[src/ssr_consts.svh]
`ifndef SSR_CONSTS_SVH
`define SSR_CONSTS_SVH

// register byte offsets
`define SSR_OFF_ID 12'h000
`define SSR_OFF_STS 12'h008
`define SSR_OFF_RXC 12'h00c
`define SSR_OFF_TXC 12'h010

// event status field positions
`define SSR_BIT_MACRTO 18
`define SSR_BIT_TXSTOP 17
`define SSR_BIT_RXSTOP 16
`define SSR_BIT_PHY 15
`define SSR_BIT_TXERR 14
`define SSR_BIT_TXUNDER 13
`define SSR_BIT_TXOVER 12
`define SSR_BIT_RXDROP 11
`define SSR_PIN_N 11
`define SSR_STS_W 19
`define SSR_STS_W1C_MASK 19'h77fff

// control field positions
`define SSR_BIT_FLUSH 0
`define SSR_BIT_STOP 1
`define SSR_BIT_TXON 2

// reset values
`define SSR_STS_RST 19'h00000
`define SSR_CNT_RST 20'h00000

// identity, arbitrary values
`define SSR_MODEL_ID 16'h5a5a
`define SSR_REVISION 16'h0001

// axi responses
`define SSR_RESP_OKAY 2'h0
`define SSR_RESP_SLVERR 2'h2

// timing
`define SSR_WDOG_NS 8000000
`define SSR_CLK_NS 8
`define SSR_CNT_W 20

`endif

[src/ssr_pkg.sv]
package ssr_pkg;

   typedef enum logic [1:0] {
      WD_IDLE,
      WD_WAIT,
      WD_DONE
   } ssr_wdog_t;

   typedef logic [11:0] ssr_addr_t;

endpackage

[src/ssr_regs.sv]
`timescale 1ns/100ps
`include "ssr_consts.svh"
module ssr_regs #(
   parameter logic [15:0] MODEL_ID = `SSR_MODEL_ID,
   parameter logic [15:0] REVISION = `SSR_REVISION,
   parameter int unsigned WDOG_CYCLES = `SSR_WDOG_NS / `SSR_CLK_NS
) (
   input logic clk,
   input logic rst_n,
   input logic [11:0] s_axi_awaddr,
   input logic s_axi_awvalid,
   output logic s_axi_awready,
   input logic [31:0] s_axi_wdata,
   input logic [3:0] s_axi_wstrb,
   input logic s_axi_wvalid,
   output logic s_axi_wready,
   output logic [1:0] s_axi_bresp,
   output logic s_axi_bvalid,
   input logic s_axi_bready,
   input logic [11:0] s_axi_araddr,
   input logic s_axi_arvalid,
   output logic s_axi_arready,
   output logic [31:0] s_axi_rdata,
   output logic [1:0] s_axi_rresp,
   output logic s_axi_rvalid,
   input logic s_axi_rready,
   input logic mac_reset_req,
   input logic phy_rx_clk_present,
   input logic phy_tx_clk_present,
   output logic mac_reset_hold,
   input logic tx_halted,
   input logic tx_datapath_empty,
   input logic rx_halt_pulse,
   input logic phy_event_level_level_internal,
   input logic phy_event_level_level_external,
   input logic phy_select_external,
   input logic tx_error_pulse,
   input logic tx_fifo_underrun_pulse,
   input logic tx_fifo_overrun_pulse,
   input logic rx_frame_drop_pulse,
   input logic [10:0] pin_event_level,
   output logic [10:0] pin_wake_clear,
   output logic rx_fifo_flush,
   output logic tx_fifo_flush,
   output logic tx_enable,
   output logic tx_stop_req
);

   // write channel state
   logic aw_held_q;
   logic w_held_q;
   ssr_pkg::ssr_addr_t aw_addr_q;
   logic [31:0] w_data_q;
   logic [3:0] w_strb_q;
   logic bvalid_q;
   logic [1:0] bresp_q;

   // read channel state
   logic rvalid_q;
   logic [31:0] rdata_q;
   logic [1:0] rresp_q;

   // register state
   logic [`SSR_STS_W-1:0] sts_q;
   logic [`SSR_STS_W-1:0] sts_d;
   logic [10:0] pin_wake_clear_q;
   logic rx_flush_q;
   logic tx_flush_q;
   logic stop_q;
   logic stop_d;
   logic tx_on_q;
   logic tx_on_d;

   // watchdog state
   ssr_pkg::ssr_wdog_t wd_q;
   ssr_pkg::ssr_wdog_t wd_d;
   logic [`SSR_CNT_W-1:0] cnt_q;
   logic mac_reset_hold_q;

   // axi write handshake
   wire aw_take = s_axi_awvalid && s_axi_awready;
   wire w_take = s_axi_wvalid && s_axi_wready;
   wire wr_fire = aw_held_q && w_held_q;

   assign s_axi_awready = !aw_held_q && !bvalid_q;
   assign s_axi_wready = !w_held_q && !bvalid_q;
   assign s_axi_bvalid = bvalid_q;
   assign s_axi_bresp = bresp_q;

   wire [11:0] wr_word = {aw_addr_q[11:2], 2'h0};
   wire wr_id = wr_fire && (wr_word == `SSR_OFF_ID);
   wire wr_sts = wr_fire && (wr_word == `SSR_OFF_STS);
   wire wr_rxc = wr_fire && (wr_word == `SSR_OFF_RXC);
   wire wr_txc = wr_fire && (wr_word == `SSR_OFF_TXC);
   wire wr_hit = wr_id || wr_sts || wr_rxc || wr_txc;

   // byte lanes gate every bit, so a narrow write touches nothing else
   wire [31:0] wmask = {{8{w_strb_q[3]}}, {8{w_strb_q[2]}},
                        {8{w_strb_q[1]}}, {8{w_strb_q[0]}}};
   wire [31:0] wbits = w_data_q & wmask;

   always_ff @(posedge clk or negedge rst_n) begin
      if (!rst_n) begin
         aw_held_q <= 1'b0;
         aw_addr_q <= 12'h000;
      end else if (aw_take) begin
         aw_held_q <= 1'b1;
         aw_addr_q <= s_axi_awaddr;
      end else if (wr_fire) begin
         aw_held_q <= 1'b0;
      end
   end

   always_ff @(posedge clk or negedge rst_n) begin
      if (!rst_n) begin
         w_held_q <= 1'b0;
         w_data_q <= 32'h00000000;
         w_strb_q <= 4'h0;
      end else if (w_take) begin
         w_held_q <= 1'b1;
         w_data_q <= s_axi_wdata;
         w_strb_q <= s_axi_wstrb;
      end else if (wr_fire) begin
         w_held_q <= 1'b0;
      end
   end

   always_ff @(posedge clk or negedge rst_n) begin
      if (!rst_n) begin
         bvalid_q <= 1'b0;
         bresp_q <= `SSR_RESP_OKAY;
      end else if (wr_fire) begin
         bvalid_q <= 1'b1;
         bresp_q <= wr_hit ? `SSR_RESP_OKAY : `SSR_RESP_SLVERR;
      end else if (s_axi_bready) begin
         bvalid_q <= 1'b0;
      end
   end

   // axi read path
   wire ar_take = s_axi_arvalid && s_axi_arready;
   wire [11:0] rd_word = {s_axi_araddr[11:2], 2'h0};
   wire rd_id = rd_word == `SSR_OFF_ID;
   wire rd_sts = rd_word == `SSR_OFF_STS;
   wire rd_rxc = rd_word == `SSR_OFF_RXC;
   wire rd_txc = rd_word == `SSR_OFF_TXC;
   wire rd_hit = rd_id || rd_sts || rd_rxc || rd_txc;

   wire phy_level = phy_select_external ? phy_event_level_level_external
                                        : phy_event_level_level_internal;

   wire [31:0] val_id = {MODEL_ID, REVISION};
   wire [31:0] val_sts = {13'h0000, sts_q[18:16], phy_level, sts_q[14:0]};
   wire [31:0] val_rxc = {31'h00000000, rx_flush_q};
   wire [31:0] val_txc = {29'h00000000, tx_on_q, stop_q, tx_flush_q};

   wire [31:0] rd_data = rd_id ? val_id :
                         rd_sts ? val_sts :
                         rd_rxc ? val_rxc :
                         rd_txc ? val_txc : 32'h00000000;

   assign s_axi_arready = !rvalid_q;
   assign s_axi_rvalid = rvalid_q;
   assign s_axi_rdata = rdata_q;
   assign s_axi_rresp = rresp_q;

   always_ff @(posedge clk or negedge rst_n) begin
      if (!rst_n) begin
         rvalid_q <= 1'b0;
         rdata_q <= 32'h00000000;
         rresp_q <= `SSR_RESP_OKAY;
      end else if (ar_take) begin
         rvalid_q <= 1'b1;
         rdata_q <= rd_data;
         rresp_q <= rd_hit ? `SSR_RESP_OKAY : `SSR_RESP_SLVERR;
      end else if (s_axi_rready) begin
         rvalid_q <= 1'b0;
      end
   end

   // mac reset watchdog
   wire clocks_ok = phy_rx_clk_present && phy_tx_clk_present;
   wire cnt_last = cnt_q == `SSR_CNT_W'(WDOG_CYCLES - 1);
   wire wd_expire = (wd_q == ssr_pkg::WD_WAIT) && mac_reset_req
                    && !clocks_ok && cnt_last;

   always_comb begin
      wd_d = wd_q;
      case (wd_q)
         ssr_pkg::WD_IDLE: begin
            if (mac_reset_req) begin
               wd_d = ssr_pkg::WD_WAIT;
            end
         end
         ssr_pkg::WD_WAIT: begin
            if (!mac_reset_req) begin
               wd_d = ssr_pkg::WD_IDLE;
            end else if (clocks_ok || wd_expire) begin
               wd_d = ssr_pkg::WD_DONE;
            end
         end
         ssr_pkg::WD_DONE: begin
            if (!mac_reset_req) begin
               wd_d = ssr_pkg::WD_IDLE;
            end
         end
         default: begin
            wd_d = ssr_pkg::WD_IDLE;
         end
      endcase
   end

   // hold drops on the expiry edge itself; no clock from the phy is needed
   always_ff @(posedge clk or negedge rst_n) begin
      if (!rst_n) begin
         wd_q <= ssr_pkg::WD_IDLE;
         cnt_q <= `SSR_CNT_RST;
         mac_reset_hold_q <= 1'b0;
      end else begin
         wd_q <= wd_d;
         cnt_q <= (wd_d == ssr_pkg::WD_WAIT) ? cnt_q + 1'b1 : `SSR_CNT_RST;
         mac_reset_hold_q <= wd_d == ssr_pkg::WD_WAIT;
      end
   end

   assign mac_reset_hold = mac_reset_hold_q;

   // graceful stop completes only once the datapath has drained
   wire stop_done = stop_q && tx_halted && tx_datapath_empty;
   wire stop_wr = wr_txc && wbits[`SSR_BIT_STOP] && !stop_q;

   // event status
   wire [`SSR_STS_W-1:0] sts_set = {
      wd_expire,
      stop_done,
      rx_halt_pulse,
      1'b0,
      tx_error_pulse,
      tx_fifo_underrun_pulse,
      tx_fifo_overrun_pulse,
      rx_frame_drop_pulse,
      pin_event_level
   };
   wire [`SSR_STS_W-1:0] sts_clr = wr_sts ? (wbits[18:0] & `SSR_STS_W1C_MASK)
                                          : `SSR_STS_RST;

   // pin levels re-set their bits every cycle, so they reflect pins after reset
   assign sts_d = (sts_q & ~sts_clr) | sts_set;

   assign stop_d = stop_done ? 1'b0 : (stop_wr ? 1'b1 : stop_q);
   // hardware stop completion outranks a same-cycle enable write
   assign tx_on_d = stop_done ? 1'b0 :
                    (wr_txc && w_strb_q[0]) ? wbits[`SSR_BIT_TXON] : tx_on_q;

   always_ff @(posedge clk or negedge rst_n) begin
      if (!rst_n) begin
         sts_q <= `SSR_STS_RST;
         pin_wake_clear_q <= 11'h000;
      end else begin
         sts_q <= sts_d;
         pin_wake_clear_q <= sts_clr[10:0];
      end
   end

   always_ff @(posedge clk or negedge rst_n) begin
      if (!rst_n) begin
         rx_flush_q <= 1'b0;
         tx_flush_q <= 1'b0;
         stop_q <= 1'b0;
         tx_on_q <= 1'b0;
      end else begin
         rx_flush_q <= wr_rxc && wbits[`SSR_BIT_FLUSH];
         tx_flush_q <= wr_txc && wbits[`SSR_BIT_FLUSH];
         stop_q <= stop_d;
         tx_on_q <= tx_on_d;
      end
   end

   assign pin_wake_clear = pin_wake_clear_q;
   assign rx_fifo_flush = rx_flush_q;
   assign tx_fifo_flush = tx_flush_q;
   assign tx_enable = tx_on_q;
   assign tx_stop_req = stop_q;

   // checks
   a_id_read: assert property (
      @(posedge clk) disable iff (!rst_n)
      (ar_take && rd_id) |=> (rdata_q == {MODEL_ID, REVISION}) && rvalid_q)
      else $error("identity word wrong");

   a_wdog_expire: assert property (
      @(posedge clk) disable iff (!rst_n)
      wd_expire |=> sts_q[`SSR_BIT_MACRTO] && !mac_reset_hold_q)
      else $error("watchdog expiry not handled");

   a_wdog_hold: assert property (
      @(posedge clk) disable iff (!rst_n)
      $rose(mac_reset_hold_q) |-> mac_reset_hold_q [*2] or
      (mac_reset_hold_q ##1 !mac_reset_hold_q))
      else $error("reset hold glitch");

   a_stop_flag: assert property (
      @(posedge clk) disable iff (!rst_n)
      (stop_q && tx_halted && tx_datapath_empty)
      |=> sts_q[`SSR_BIT_TXSTOP] && !stop_q)
      else $error("stop completion not flagged");

   a_rx_halt: assert property (
      @(posedge clk) disable iff (!rst_n)
      rx_halt_pulse |=> sts_q[`SSR_BIT_RXSTOP])
      else $error("receiver halt not latched");

   a_phy_mirror: assert property (
      @(posedge clk) disable iff (!rst_n)
      (ar_take && rd_sts) |=> rdata_q[`SSR_BIT_PHY] ==
      $past(phy_select_external ? phy_event_level_level_external : phy_event_level_level_internal))
      else $error("phy level not mirrored");

   a_tx_error: assert property (
      @(posedge clk) disable iff (!rst_n)
      tx_error_pulse |=> sts_q[`SSR_BIT_TXERR])
      else $error("transmit error not latched");

   a_fifo_under: assert property (
      @(posedge clk) disable iff (!rst_n)
      tx_fifo_underrun_pulse |=> sts_q[`SSR_BIT_TXUNDER])
      else $error("underrun not latched");

   a_fifo_over: assert property (
      @(posedge clk) disable iff (!rst_n)
      tx_fifo_overrun_pulse |=> sts_q[`SSR_BIT_TXOVER])
      else $error("overrun not latched");

   a_frame_drop: assert property (
      @(posedge clk) disable iff (!rst_n)
      rx_frame_drop_pulse |=> sts_q[`SSR_BIT_RXDROP])
      else $error("dropped frame not latched");

   a_pin_level: assert property (
      @(posedge clk) disable iff (!rst_n)
      1'b1 |=> (sts_q[10:0] & $past(pin_event_level)) == $past(pin_event_level))
      else $error("pin level not captured");

   a_pin_wake: assert property (
      @(posedge clk) disable iff (!rst_n)
      (wr_sts && (wbits[10:0] != 11'h000)) |=> pin_wake_clear_q == $past(wbits[10:0]))
      else $error("pin wake not cleared");

   a_w1c_clear: assert property (
      @(posedge clk) disable iff (!rst_n)
      (wr_sts && wbits[`SSR_BIT_TXERR] && !tx_error_pulse)
      |=> !sts_q[`SSR_BIT_TXERR])
      else $error("write one did not clear");

   a_w0_keep: assert property (
      @(posedge clk) disable iff (!rst_n)
      (sts_q[`SSR_BIT_RXDROP] && !(wr_sts && wbits[`SSR_BIT_RXDROP]))
      |=> sts_q[`SSR_BIT_RXDROP])
      else $error("flag lost without clear");

   a_rx_flush: assert property (
      @(posedge clk) disable iff (!rst_n)
      (wr_rxc && wbits[`SSR_BIT_FLUSH]) |=> rx_fifo_flush ##1 !rx_fifo_flush)
      else $error("rx flush not one cycle");

   a_tx_on: assert property (
      @(posedge clk) disable iff (!rst_n)
      (wr_txc && w_strb_q[0] && !stop_done) |=> tx_enable == $past(wbits[`SSR_BIT_TXON]))
      else $error("enable write not taken");

   a_on_cleared: assert property (
      @(posedge clk) disable iff (!rst_n)
      $fell(stop_q) |-> !tx_on_q)
      else $error("enable survives stop");

   a_stop_hold: assert property (
      @(posedge clk) disable iff (!rst_n)
      (stop_q && !(tx_halted && tx_datapath_empty)) |=> stop_q)
      else $error("stop cleared early");

   a_stop_empty: assert property (
      @(posedge clk) disable iff (!rst_n)
      $fell(stop_q) |-> $past(tx_datapath_empty))
      else $error("stop cleared with data left");

   a_tx_flush: assert property (
      @(posedge clk) disable iff (!rst_n)
      (wr_txc && wbits[`SSR_BIT_FLUSH]) |=> tx_fifo_flush ##1 !tx_fifo_flush)
      else $error("tx flush not one cycle");

   a_sc_zero: assert property (
      @(posedge clk) disable iff (!rst_n)
      (wr_txc && !wbits[`SSR_BIT_STOP] && !stop_q) |=> !stop_q)
      else $error("zero write set stop");

   a_set_wins: assert property (
      @(posedge clk) disable iff (!rst_n)
      (tx_fifo_underrun_pulse && sts_clr[`SSR_BIT_TXUNDER]) |=> sts_q[`SSR_BIT_TXUNDER])
      else $error("clear beat the event");

endmodule

[config.mk]
export PLATFORM = sky130hd
export DESIGN_NAME = ssr_regs
export DESIGN_NICKNAME = d
export VERILOG_FILES = /design/src/ssr_pkg.sv /design/src/ssr_regs.sv
export VERILOG_INCLUDE_DIRS = /design/src
export SDC_FILE = /design/constraint.sdc
export NUM_CORES = 1
export LEC_CHECK = 0
export ABC_CLOCK_PERIOD_IN_PS = 1900
export BUFFER_PORTS_ARGS = -buffer_cell sky130_fd_sc_hd__buf_2
export CORE_ASPECT_RATIO = 1.2
export CORE_UTILIZATION = 45
export DETAILED_ROUTE_END_ITERATION = 7
export PLACE_DENSITY = 0.74
export RECOVER_POWER = 100
export SLEW_MARGIN = 20
export SYNTH_ARGS = -nofsm -noshare
export SYNTH_HDL_FRONTEND = slang
export SYNTH_SLANG_ARGS = --single-unit
export TNS_END_PERCENT = 30
[constraint.sdc]
create_clock -name clk -period 1.9 [get_ports clk]
set_clock_uncertainty 0.2 [all_clocks]
set_input_delay 0.38 -clock clk [delete_from_list [all_inputs] [get_ports clk]]
set_output_delay 0.38 -clock clk [all_outputs]
set_load 0.03 [all_outputs]
* After elaboration in Yosys (flattened, before gate mapping)
Cells that the tools add are included.
** Operators by class
- Eq/ne operators :: 10
- Mux-type cells :: 25
- $add $sub $neg :: 1
- Bitwise logic cells :: 4
- Reduce and logical (&&, ||, !) cells :: 43
** Operator list (number)
- $eq 10x2->1 const B :: 4
- $and 19x19->19 :: 2
- $mux 19 :: 2
- $mux 31 :: 1
- $logic_not 12->1 :: 2
- $logic_and 1x1->1 :: 21
- $add 20x1->20 const B :: 1
- $eq 10x3->1 const B :: 2
- $eq 20x20->1 const B :: 1
- $mux 20 :: 1
- $not 19->19 :: 1
- $or 19x19->19 :: 1
- $mux 1 :: 12
- $mux 2 :: 6
- $reduce_bool 2->1 :: 6
- $logic_or 1x1->1 :: 7
- $logic_not 1->1 :: 6
- $mux 3 :: 2
- $pmux 2 s3 :: 1
- $eq 2x1->1 const B :: 2
- $eq 2x2->1 const B :: 1
- $logic_not 2->1 :: 1
** Word-level totals
- Register bits :: 131
- Output and inout bits :: 57
- Word-level logic and storage cells :: 102
- Input bits :: 91

* Logic depth before layout (Yosys ltp)
Gate-level depths: netlist (run 1).
- Depth in word-level cells :: 10
- Gate-level depth with buffers :: 6

* Worst setup path after synthesis (run 1)
OpenSTA, ideal clock, no wires.
- Path kind :: register to register
- From :: register bvalid_q (netlist: s_axi_bvalid)
- To :: register w_data_q[0]
- Required time :: 1.575 ns
- Arrival time :: 2.047 ns
- Setup slack :: -0.472 ns
- Clock period less this slack :: 2.372 ns
- Cell stages (with the launch flop) :: 6
- Path through :: dfrtp_1 > nor2_1 > and2_1 > clkbuf_1 > buf_1 > mux2_2
** On the way
- Longest elaborated chain between the ends :: 3
** RTL lines
- from (decl) :: line ssr_regs.sv:55 : logic bvalid_q;
- from (signal assigned) :: line ssr_regs.sv:130 : bvalid_q <= 1'b0;
- from (signal assigned) :: line ssr_regs.sv:133 : bvalid_q <= 1'b1;
- from (signal assigned) :: line ssr_regs.sv:136 : bvalid_q <= 1'b0;
- $logic_not 1->1 :: line ssr_regs.sv:86 : assign s_axi_wready = !w_held_q && !bvalid_q;
- $logic_and 1x1->1 :: line ssr_regs.sv:86
- net s_axi_wready :: line ssr_regs.sv:16 : output logic s_axi_wready,
- $logic_and 1x1->1 :: line ssr_regs.sv:82 : wire w_take = s_axi_wvalid && s_axi_wready;
- to (signal assigned) :: line ssr_regs.sv:121 : w_data_q <= s_axi_wdata;
- to (decl) :: line ssr_regs.sv:53 : logic [31:0] w_data_q;
The timed path passes the listed nets, and every way through them passes these cells.
A chain may end at the register's enable or synchronous reset.

* Final worst setup path (run 1)
- From :: register aw_addr_q[8]
- To :: register sts_q[5]
** On the way
- Longest elaborated chain between the ends :: 6
** RTL lines
- from (decl) :: line ssr_regs.sv:52 : ssr_pkg::ssr_addr_t aw_addr_q;
- from (signal assigned) :: line ssr_regs.sv:108 : aw_addr_q <= s_axi_awaddr;
- $eq 10x2->1 (no source line)
- $logic_and 1x1->1 :: line ssr_regs.sv:92 : wire wr_sts = wr_fire && (wr_word == `SSR_OFF_STS);
- $mux 19 (no source line)
- $not 19->19 :: line ssr_regs.sv:248 : assign sts_d = (sts_q & ~sts_clr) | sts_set;
- $and 19x19->19 :: line ssr_regs.sv:248
- $or 19x19->19 :: line ssr_regs.sv:248
- net sts_d[5] :: line ssr_regs.sv:65 : logic [`SSR_STS_W-1:0] sts_d;
- to (signal assigned) :: line ssr_regs.sv:257 : sts_q <= `SSR_STS_RST;
- to (signal assigned) :: line ssr_regs.sv:260 : sts_q <= sts_d;
- to (decl) :: line ssr_regs.sv:64 : logic [`SSR_STS_W-1:0] sts_q;
The timed path passes the listed nets, and every way through them passes these cells.

==> results.md, run 1 <==
- Run status: finished with violations
- Failing checks: negative setup slack
- Worst R2R Path Depth: 6
- Area grow syn2layout: 44.59%
- Max-cap violations: 0
- Non-filler cells, final: 748
- Iter 0 DRT Violations: 118
- Layout cells sized above 1: 39.87%
- Min-Delay Path Depth: 2
- Top Ports: 148
- Fin crit share: 111.8%
- CP endpoint kind: register
- Final #Nets: 701
- PD cells: 1127 mW/mm2
- Via density: 5.214
- Number of flops mapped to enable cells by yosys: 0
- Total die area: 0.01103 mm2
- Sequential-to-total area share from yosys stat: 59.21%
- Critical Path RT: 1.99 ns
- Via Count: 3900
- Clk_lat worst skew: 0.42 ns
- Avg WL per Cell: 15.90 um
- GRT Overall Usage: 22.97%
- Share of the synthesized area in the top cell type: 59.21%
- Final min period: 2.125 ns
- Synth warnings: 0
- Synth area leaders: dfrtp_1 59%, mux2_2 7.5%, a22o_1 3.1%, a21o_1 2.8%, nand2_1 2.4%
- Die height: 114.9 um
- Routability cong.: 0.8314
- Initial antenna violation count: 0
- Antenna diodes: 0
- CTS tree: yes
- Worst path max stage delay: 0.57 ns
- Die width: 96.05 um
- Synth cell types: 44
- TritonRoute pass-1 iters: 4
- Port-buffer cells: 120
- Placed insts: 682
- Drt total wl: 11900 um
- Hpwl dp: 8184 um
- Max Root-Sink Buffers: 2
- Synth Area per Inst: 12.00 um2
- CP max-delay cell: or4_4
- Final hold slack: 0.0004146 ns
- Largest area contributor in the netlist: dfrtp_1
- Achievable clock frequency: 0.4706 GHz
- Switching part of the total power: 26.99%
- Worst slew pin tran: 0.6937 ns
- Initial core utilization: 47.01%
- RSZ-0062 raised after global routing: true
- Worst EP arrival: 2.21 ns
- FP Rows: 40
- First-pass GRT wire length: 18930 um
- Worst vdd ir: 0.0007818 V
- Critical path type: register to register
- Setup WS post-layout: -0.2249 ns
- #FFs+latches synth: 113
- TritonCTS Buffers: 17
- Clock sinks: 113
- Flop pwr share: 40.2%
- Clock Pin Slew Worst Setup and Hold Paths: 0.05 ns
- Number of global-route vias before repair: 3937
- # DRC: 0
- # setup viols final: 65
- Final hold viol count: 0
- Final slew viol count: 0
- Mapped Cells: 398
- Clk root buf: clkbuf_16
- Hold Path Class: primary input to register
- Logic pwr share: 18.9%
- Rel. slew slack: 53.72%
- Crit start category: register
- Worst-path cell chain: or4_4 -> buf_6 -> nor4_4 -> buf_6 -> nand2_1 -> a21o_1
- Critical path peak fanout: 8
- Ys flop type: dfrtp_1
- Cell repeated most along the worst path: buf_6
- Static Leak: 3.129 nW
- Switch Pwr: 0.002100 W
- Final Core Density: 67.97%
- Largest net degree at the start of global routing: 39
- Number of routed nets with antenna violations: 0
- Core Area: 0.01016 mm2
- P_int: 0.005680 W
- Clock network power share: 40.9%
- Post-Syn Area: 0.004776 mm2
- H-Tree Depth: 4
- Ys async rst share: 100.0%
- GR Overflow Total: 0
==> power groups by stage <==
stage	logic, W	clock network, W	registers, W
after floorplan	0.000831	0	0.00312
after global placement	0.00133	0	0.00311
after detailed placement	0.00138	0	0.00314
after CTS	0.00149	0.00322	0.00311
after global routing	0.00160	0.00333	0.00318
final	0.00147	0.00318	0.00313
==> through the flow <==
stage	worst slack [ns]	setup TNS, ns	total power [W]	cell area, um2
after CTS	-0.1861	-3.663	0.007827	6893
after global routing	-0.2675	-11.49	0.008104	6905
after detailed placement	-0.2567	-8.301	0.004517	5922
after global placement	-0.2247	-7.113	0.004444	5922
final	-0.2249	-5.659	0.007780	6905
after floorplan	-0.1464	-2.692	0.003955	4843
==> registers in the layout, summed over array words and instances, names as in the netlist, 2 cells and up <==
register	flops
wd_q	2
aw_addr_q	10
s_axi_rdata	20
w_strb_q	3
cnt_q	20
sts_q	18
pin_wake_clear	11
w_data_q	18
==> critical path: cells and delay by family (launching register included) <==
kind | cells | cell delay, ns
AND/OR/NAND/NOR | 3 | 0.91
AO/OA/AOI/OAI | 1 | 0.19
flip-flops | 1 | 0.37
buffers and inverters | 2 | 0.32
==> kinds of logic (layout without fill, tap and decap cells) <==
family | Yosys count | in the layout | share of synthesized area [%]
AOI/OAI and AO/OA | 67 | 67 | 10.01
DFF | 113 | 113 | 59.21
buffers and inverters | 36 | 253 | 3.982
other | 1 | 8 | 0.07852
muxes | 32 | 32 | 7.545
and+or+nand+nor | 136 | 136 | 16.71
adders and majority gates | 1 | 1 | 0.2619
xor gates and xnor gates | 12 | 12 | 2.201
==> area by class of cell <==
cell class              count  area [um2]
fillers                   801        3254
flip-flops and latches    113        2829
inverters                  11       41.29
well taps                 126       157.7
clock inverters            10       133.9
repair buffers            210        1321
multi-input cells         256        1958
clock buffers              22       464.2
==> synthesized netlist by cell type, types with 4 or more instances <==
library cell  count
nand4_1           8
nor4_1            4
nor2b_1           4
a22o_1           17
nand3_1          10
xnor2_1           9
mux2_2           32
or4_1             6
and2_1           15
nor3_1            4
o21ai_0           9
inv_1            11
a21o_1           18
a21oi_1          10
or3_1             7
and3_1            4
nand2_1          30
nor2_1           27
clkbuf_1          6
buf_4            14
dfrtp_1         113
==> layer usage <==
| metal | track usage (%) | routed length [um] |
|---|---|---|
| met5 | 0 | 0 |
| met4 | 9.652 | 216 |
| met3 | 5.622 | 637 |
| met2 | 38.39 | 6046 |
| met1 | 28.17 | 4994 |
==> final timing paths <==
check / startpoint / endpoint / slack [ns]
hold / removal: s_axi_wdata[6] / w_data_q[6] / 0.0004
max in group asynchronous: rst_n / cnt_q[18] / 0.21
hold reg to reg: sts_q[1] / sts_q[1] / 0.28
setup reg to reg: aw_addr_q[8] / sts_q[5] / -0.22
setup / recovery: aw_addr_q[8] / sts_q[5] / -0.22
min in group asynchronous: rst_n / w_strb_q[1] / 0.34
==> cells in the final DEF (no fill, tap or decap), types with 9 or more instances in the layout <==
cell | Yosys | layout
dfrtp_1 | 113 | 112
buf_2 | 2 | 70
buf_4 | 14 | 50
clkbuf_1 | 6 | 44
mux2_2 | 32 | 32
dlygate4sd3_1 | 0 | 24
nor2_1 | 27 | 23
nand2_1 | 30 | 22
a21o_1 | 18 | 18
a22o_1 | 17 | 17
clkbuf_16 | 0 | 17
clkbuf_2 | 0 | 15
and2_1 | 15 | 12
inv_1 | 11 | 11
nand3_1 | 10 | 9
==> what timing repair did <==
action,in CTS,in global routing
buffers inserted,6,3
resized for setup,22,20
setup endpoints to repair,53,56
hold endpoints to repair,46,0
pin swaps,21,11
hold buffers,24,0
cloned,1,0
No activity file was read; power rests on OpenSTA's default activity.
==> run 2, diff against run 1 <==
--- a/config.mk
+++ b/config.mk
@@ -6,12 +6,12 @@
 export SDC_FILE = /design/constraint.sdc
 export NUM_CORES = 1
 export LEC_CHECK = 0
-export ABC_CLOCK_PERIOD_IN_PS = 1900
-export BUFFER_PORTS_ARGS = -buffer_cell sky130_fd_sc_hd__buf_2
+export ABC_CLOCK_PERIOD_IN_PS = 2700
+export BUFFER_PORTS_ARGS = -buffer_cell sky130_fd_sc_hd__clkbuf_2
 export CORE_ASPECT_RATIO = 1.2
 export CORE_UTILIZATION = 45
 export DETAILED_ROUTE_END_ITERATION = 7
-export PLACE_DENSITY = 0.74
+export PLACE_DENSITY = 0.72
 export RECOVER_POWER = 100
 export SLEW_MARGIN = 20
 export SYNTH_ARGS = -nofsm -noshare
==> constraint.sdc (replaced) <==
create_clock -name clk -period 2.7 [get_ports clk]
set_clock_uncertainty 0.2 [all_clocks]
set_input_delay 0.54 -clock clk [delete_from_list [all_inputs] [get_ports clk]]
set_output_delay 0.54 -clock clk [all_outputs]
set_load 0.03 [all_outputs]
==> run 2 against run 1 <==
Net effect: the flow now finishes without violations; design area is 12% lower; worst hold slack better by 0.11 ns; critical path depth is 1 lower; flip-flop and latch count stayed put; clock power is 21% lower; register-to-register slack better by 0.47 ns; largest cell class unchanged.
==> results.md, run 2 (synthesis results as in run 1) <==
- Worst EP arrival: 2.54 ns
- CP endpoint kind: register
- PD cells: 904.2 mW/mm2
- Largest net degree at the start of global routing: 51
- Avg WL per Cell: 15.38 um
- Worst slew pin tran: 1.159 ns
- Via density: 5.315
- Layout cells sized above 1: 26.67%
- CTS tree: yes
- Number of routed nets with antenna violations: 0
- Port-buffer cells: 120
- Switching part of the total power: 24.86%
- Power Total: 0.005471 W
- Initial core utilization: 47.01%
- Die height: 114.9 um
- Area grow syn2layout: 26.70%
- Clock sinks: 113
- Die width: 96.05 um
- Commonest non-fill, non-tap cells in the layout: 113 x dfrtp_1, 73 x clkbuf_2, 53 x clkbuf_1
- Clock Pin Slew Worst Setup and Hold Paths: 0.06 ns
- Hold Path Class: primary input to register
- Met1 global-route usage: 25.59%
- Final #Nets: 620
- Hpwl dp: 7266 um
- Top Ports: 148
- Clk root buf: clkbuf_16
- Clock network power share: 45.7%
- Switch Pwr: 0.001360 W
- Crit start category: register
- P_int: 0.004111 W
- Antenna diodes: 0
- Worst vdd ir: 0.0005311 V
- Core Area: 0.01016 mm2
- Setup Fix Bufs, Post-CTS: 0
- Max Root-Sink Buffers: 2
- Iter 0 DRT Violations: 135
- # DRC: 0
- Run status: completed
- Drt total wl: 10240 um
- Critical path type: register to register
- Via Count: 3540
- Static Leak: 2.680 nW
- Most common cell after layout, fill and taps aside: dfrtp_1
- Critical path peak fanout: 7
- GR Layer Usage met2: 33.24%
- Critical Path RT: 2.79 ns
- Flop pwr share: 40.2%
- GRT Overall Usage: 20.46%
- Achievable clock frequency: 0.4070 GHz
- Final slew viol count: 0
- Rel. slew slack: 22.71%
- Logic pwr share: 14.2%
- Final min period: 2.457 ns
- GR Overflow Total: 0
- Met3 usage: 6.151%
- Total die area: 0.01103 mm2
- Final hold viol count: 0
- Number of global-route vias before repair: 3478
- First-pass GRT wire length: 16790 um
- Fin crit share: 90.99%
- Max-cap violations: 0
- FP Rows: 40
- TritonRoute pass-1 iters: 4
- Setup TNS: 0 ns
- # setup viols final: 0
- Routability cong.: 0.8086
- Final hold slack: 0.1075 ns
- RSZ-0062 raised after global routing: false
- H-Tree Depth: 4
- TritonCTS Buffers: 17
- Clk_lat worst skew: 0.41 ns
- Initial antenna violation count: 0
- Busiest grt layer: met2
==> run 2: power by group through the flow <==
stage	combinational (W)	sequential (W)	clock, W
global placement	0.000768	0.00220	0
CTS	0.000808	0.00220	0.00254
global route	0.000854	0.00224	0.00262
detailed placement	0.000797	0.00222	0
floorplan	0.000569	0.00218	0
finish	0.000775	0.00220	0.00250
==> run 2: per-layer routing <==
layer  vias up  wire length, um
met2       123             4928
met5         -                0
li1       1658                -
met4         0              158
met3        13              664
met1      1746             4493
==> run 2: worst max-delay path, stage by stage (launching register included) <==
cell and delay [ns]:
dfrtp_1 0.37, or4_1 0.69, nor4_1 0.43, clkbuf_1 0.34, nand2_1 0.13, a21o_1 0.19
==> run 2: path summary, 6_finish.rpt <==
| path | depth (start not counted) | to | start | slack, ns |
|---|---|---|---|---|
| worst max-delay path | 5 | sts_q[8] | aw_addr_q[5] | 0.24 |
| worst min-delay path | 2 | s_axi_bvalid | s_axi_bready | 0.11 |
| worst max register to register | 5 | sts_q[8] | aw_addr_q[5] | 0.24 |
| worst min register to register | 1 | sts_q[0] | sts_q[0] | 0.27 |
| max in group asynchronous | 3 | s_axi_rdata[13] | rst_n | 0.52 |
| min in group asynchronous | 2 | aw_addr_q[11] | rst_n | 0.70 |
==> run 2: per-stage QoR <==
stage | worst slack, ns | instances | cell area [um2] | util [%]
2_1_floorplan | 0.3285 | 405 | 4802 | -
3_3_place_gp | 0.4909 | 634 | 5487 | 54.00
3_5_place_dp | 0.4116 | 634 | 5487 | 54.00
4_1_cts | 0.4131 | 666 | 6162 | 60.65
5_1_grt | 0.1510 | 666 | 6051 | 59.56
6_report | 0.2432 | 666 | 6051 | 59.56
==> run 2: layout make-up <==
class,count,area (um2)
Fill cell,857,4109
Sequential cell,113,2828
Multi-Input combinational cell,256,1753
Timing Repair Buffer,129,605.6
Clock buffer,20,456.7
Clock inverter,11,209.0
Tap cell,126,157.7
Inverter,11,41.29
==> run 2: what timing repair did <==
action	CTS	global route
setup endpoints to repair	0	0
hold endpoints to repair	45	0
gates resized for setup	0	0
hold buffers	1	0
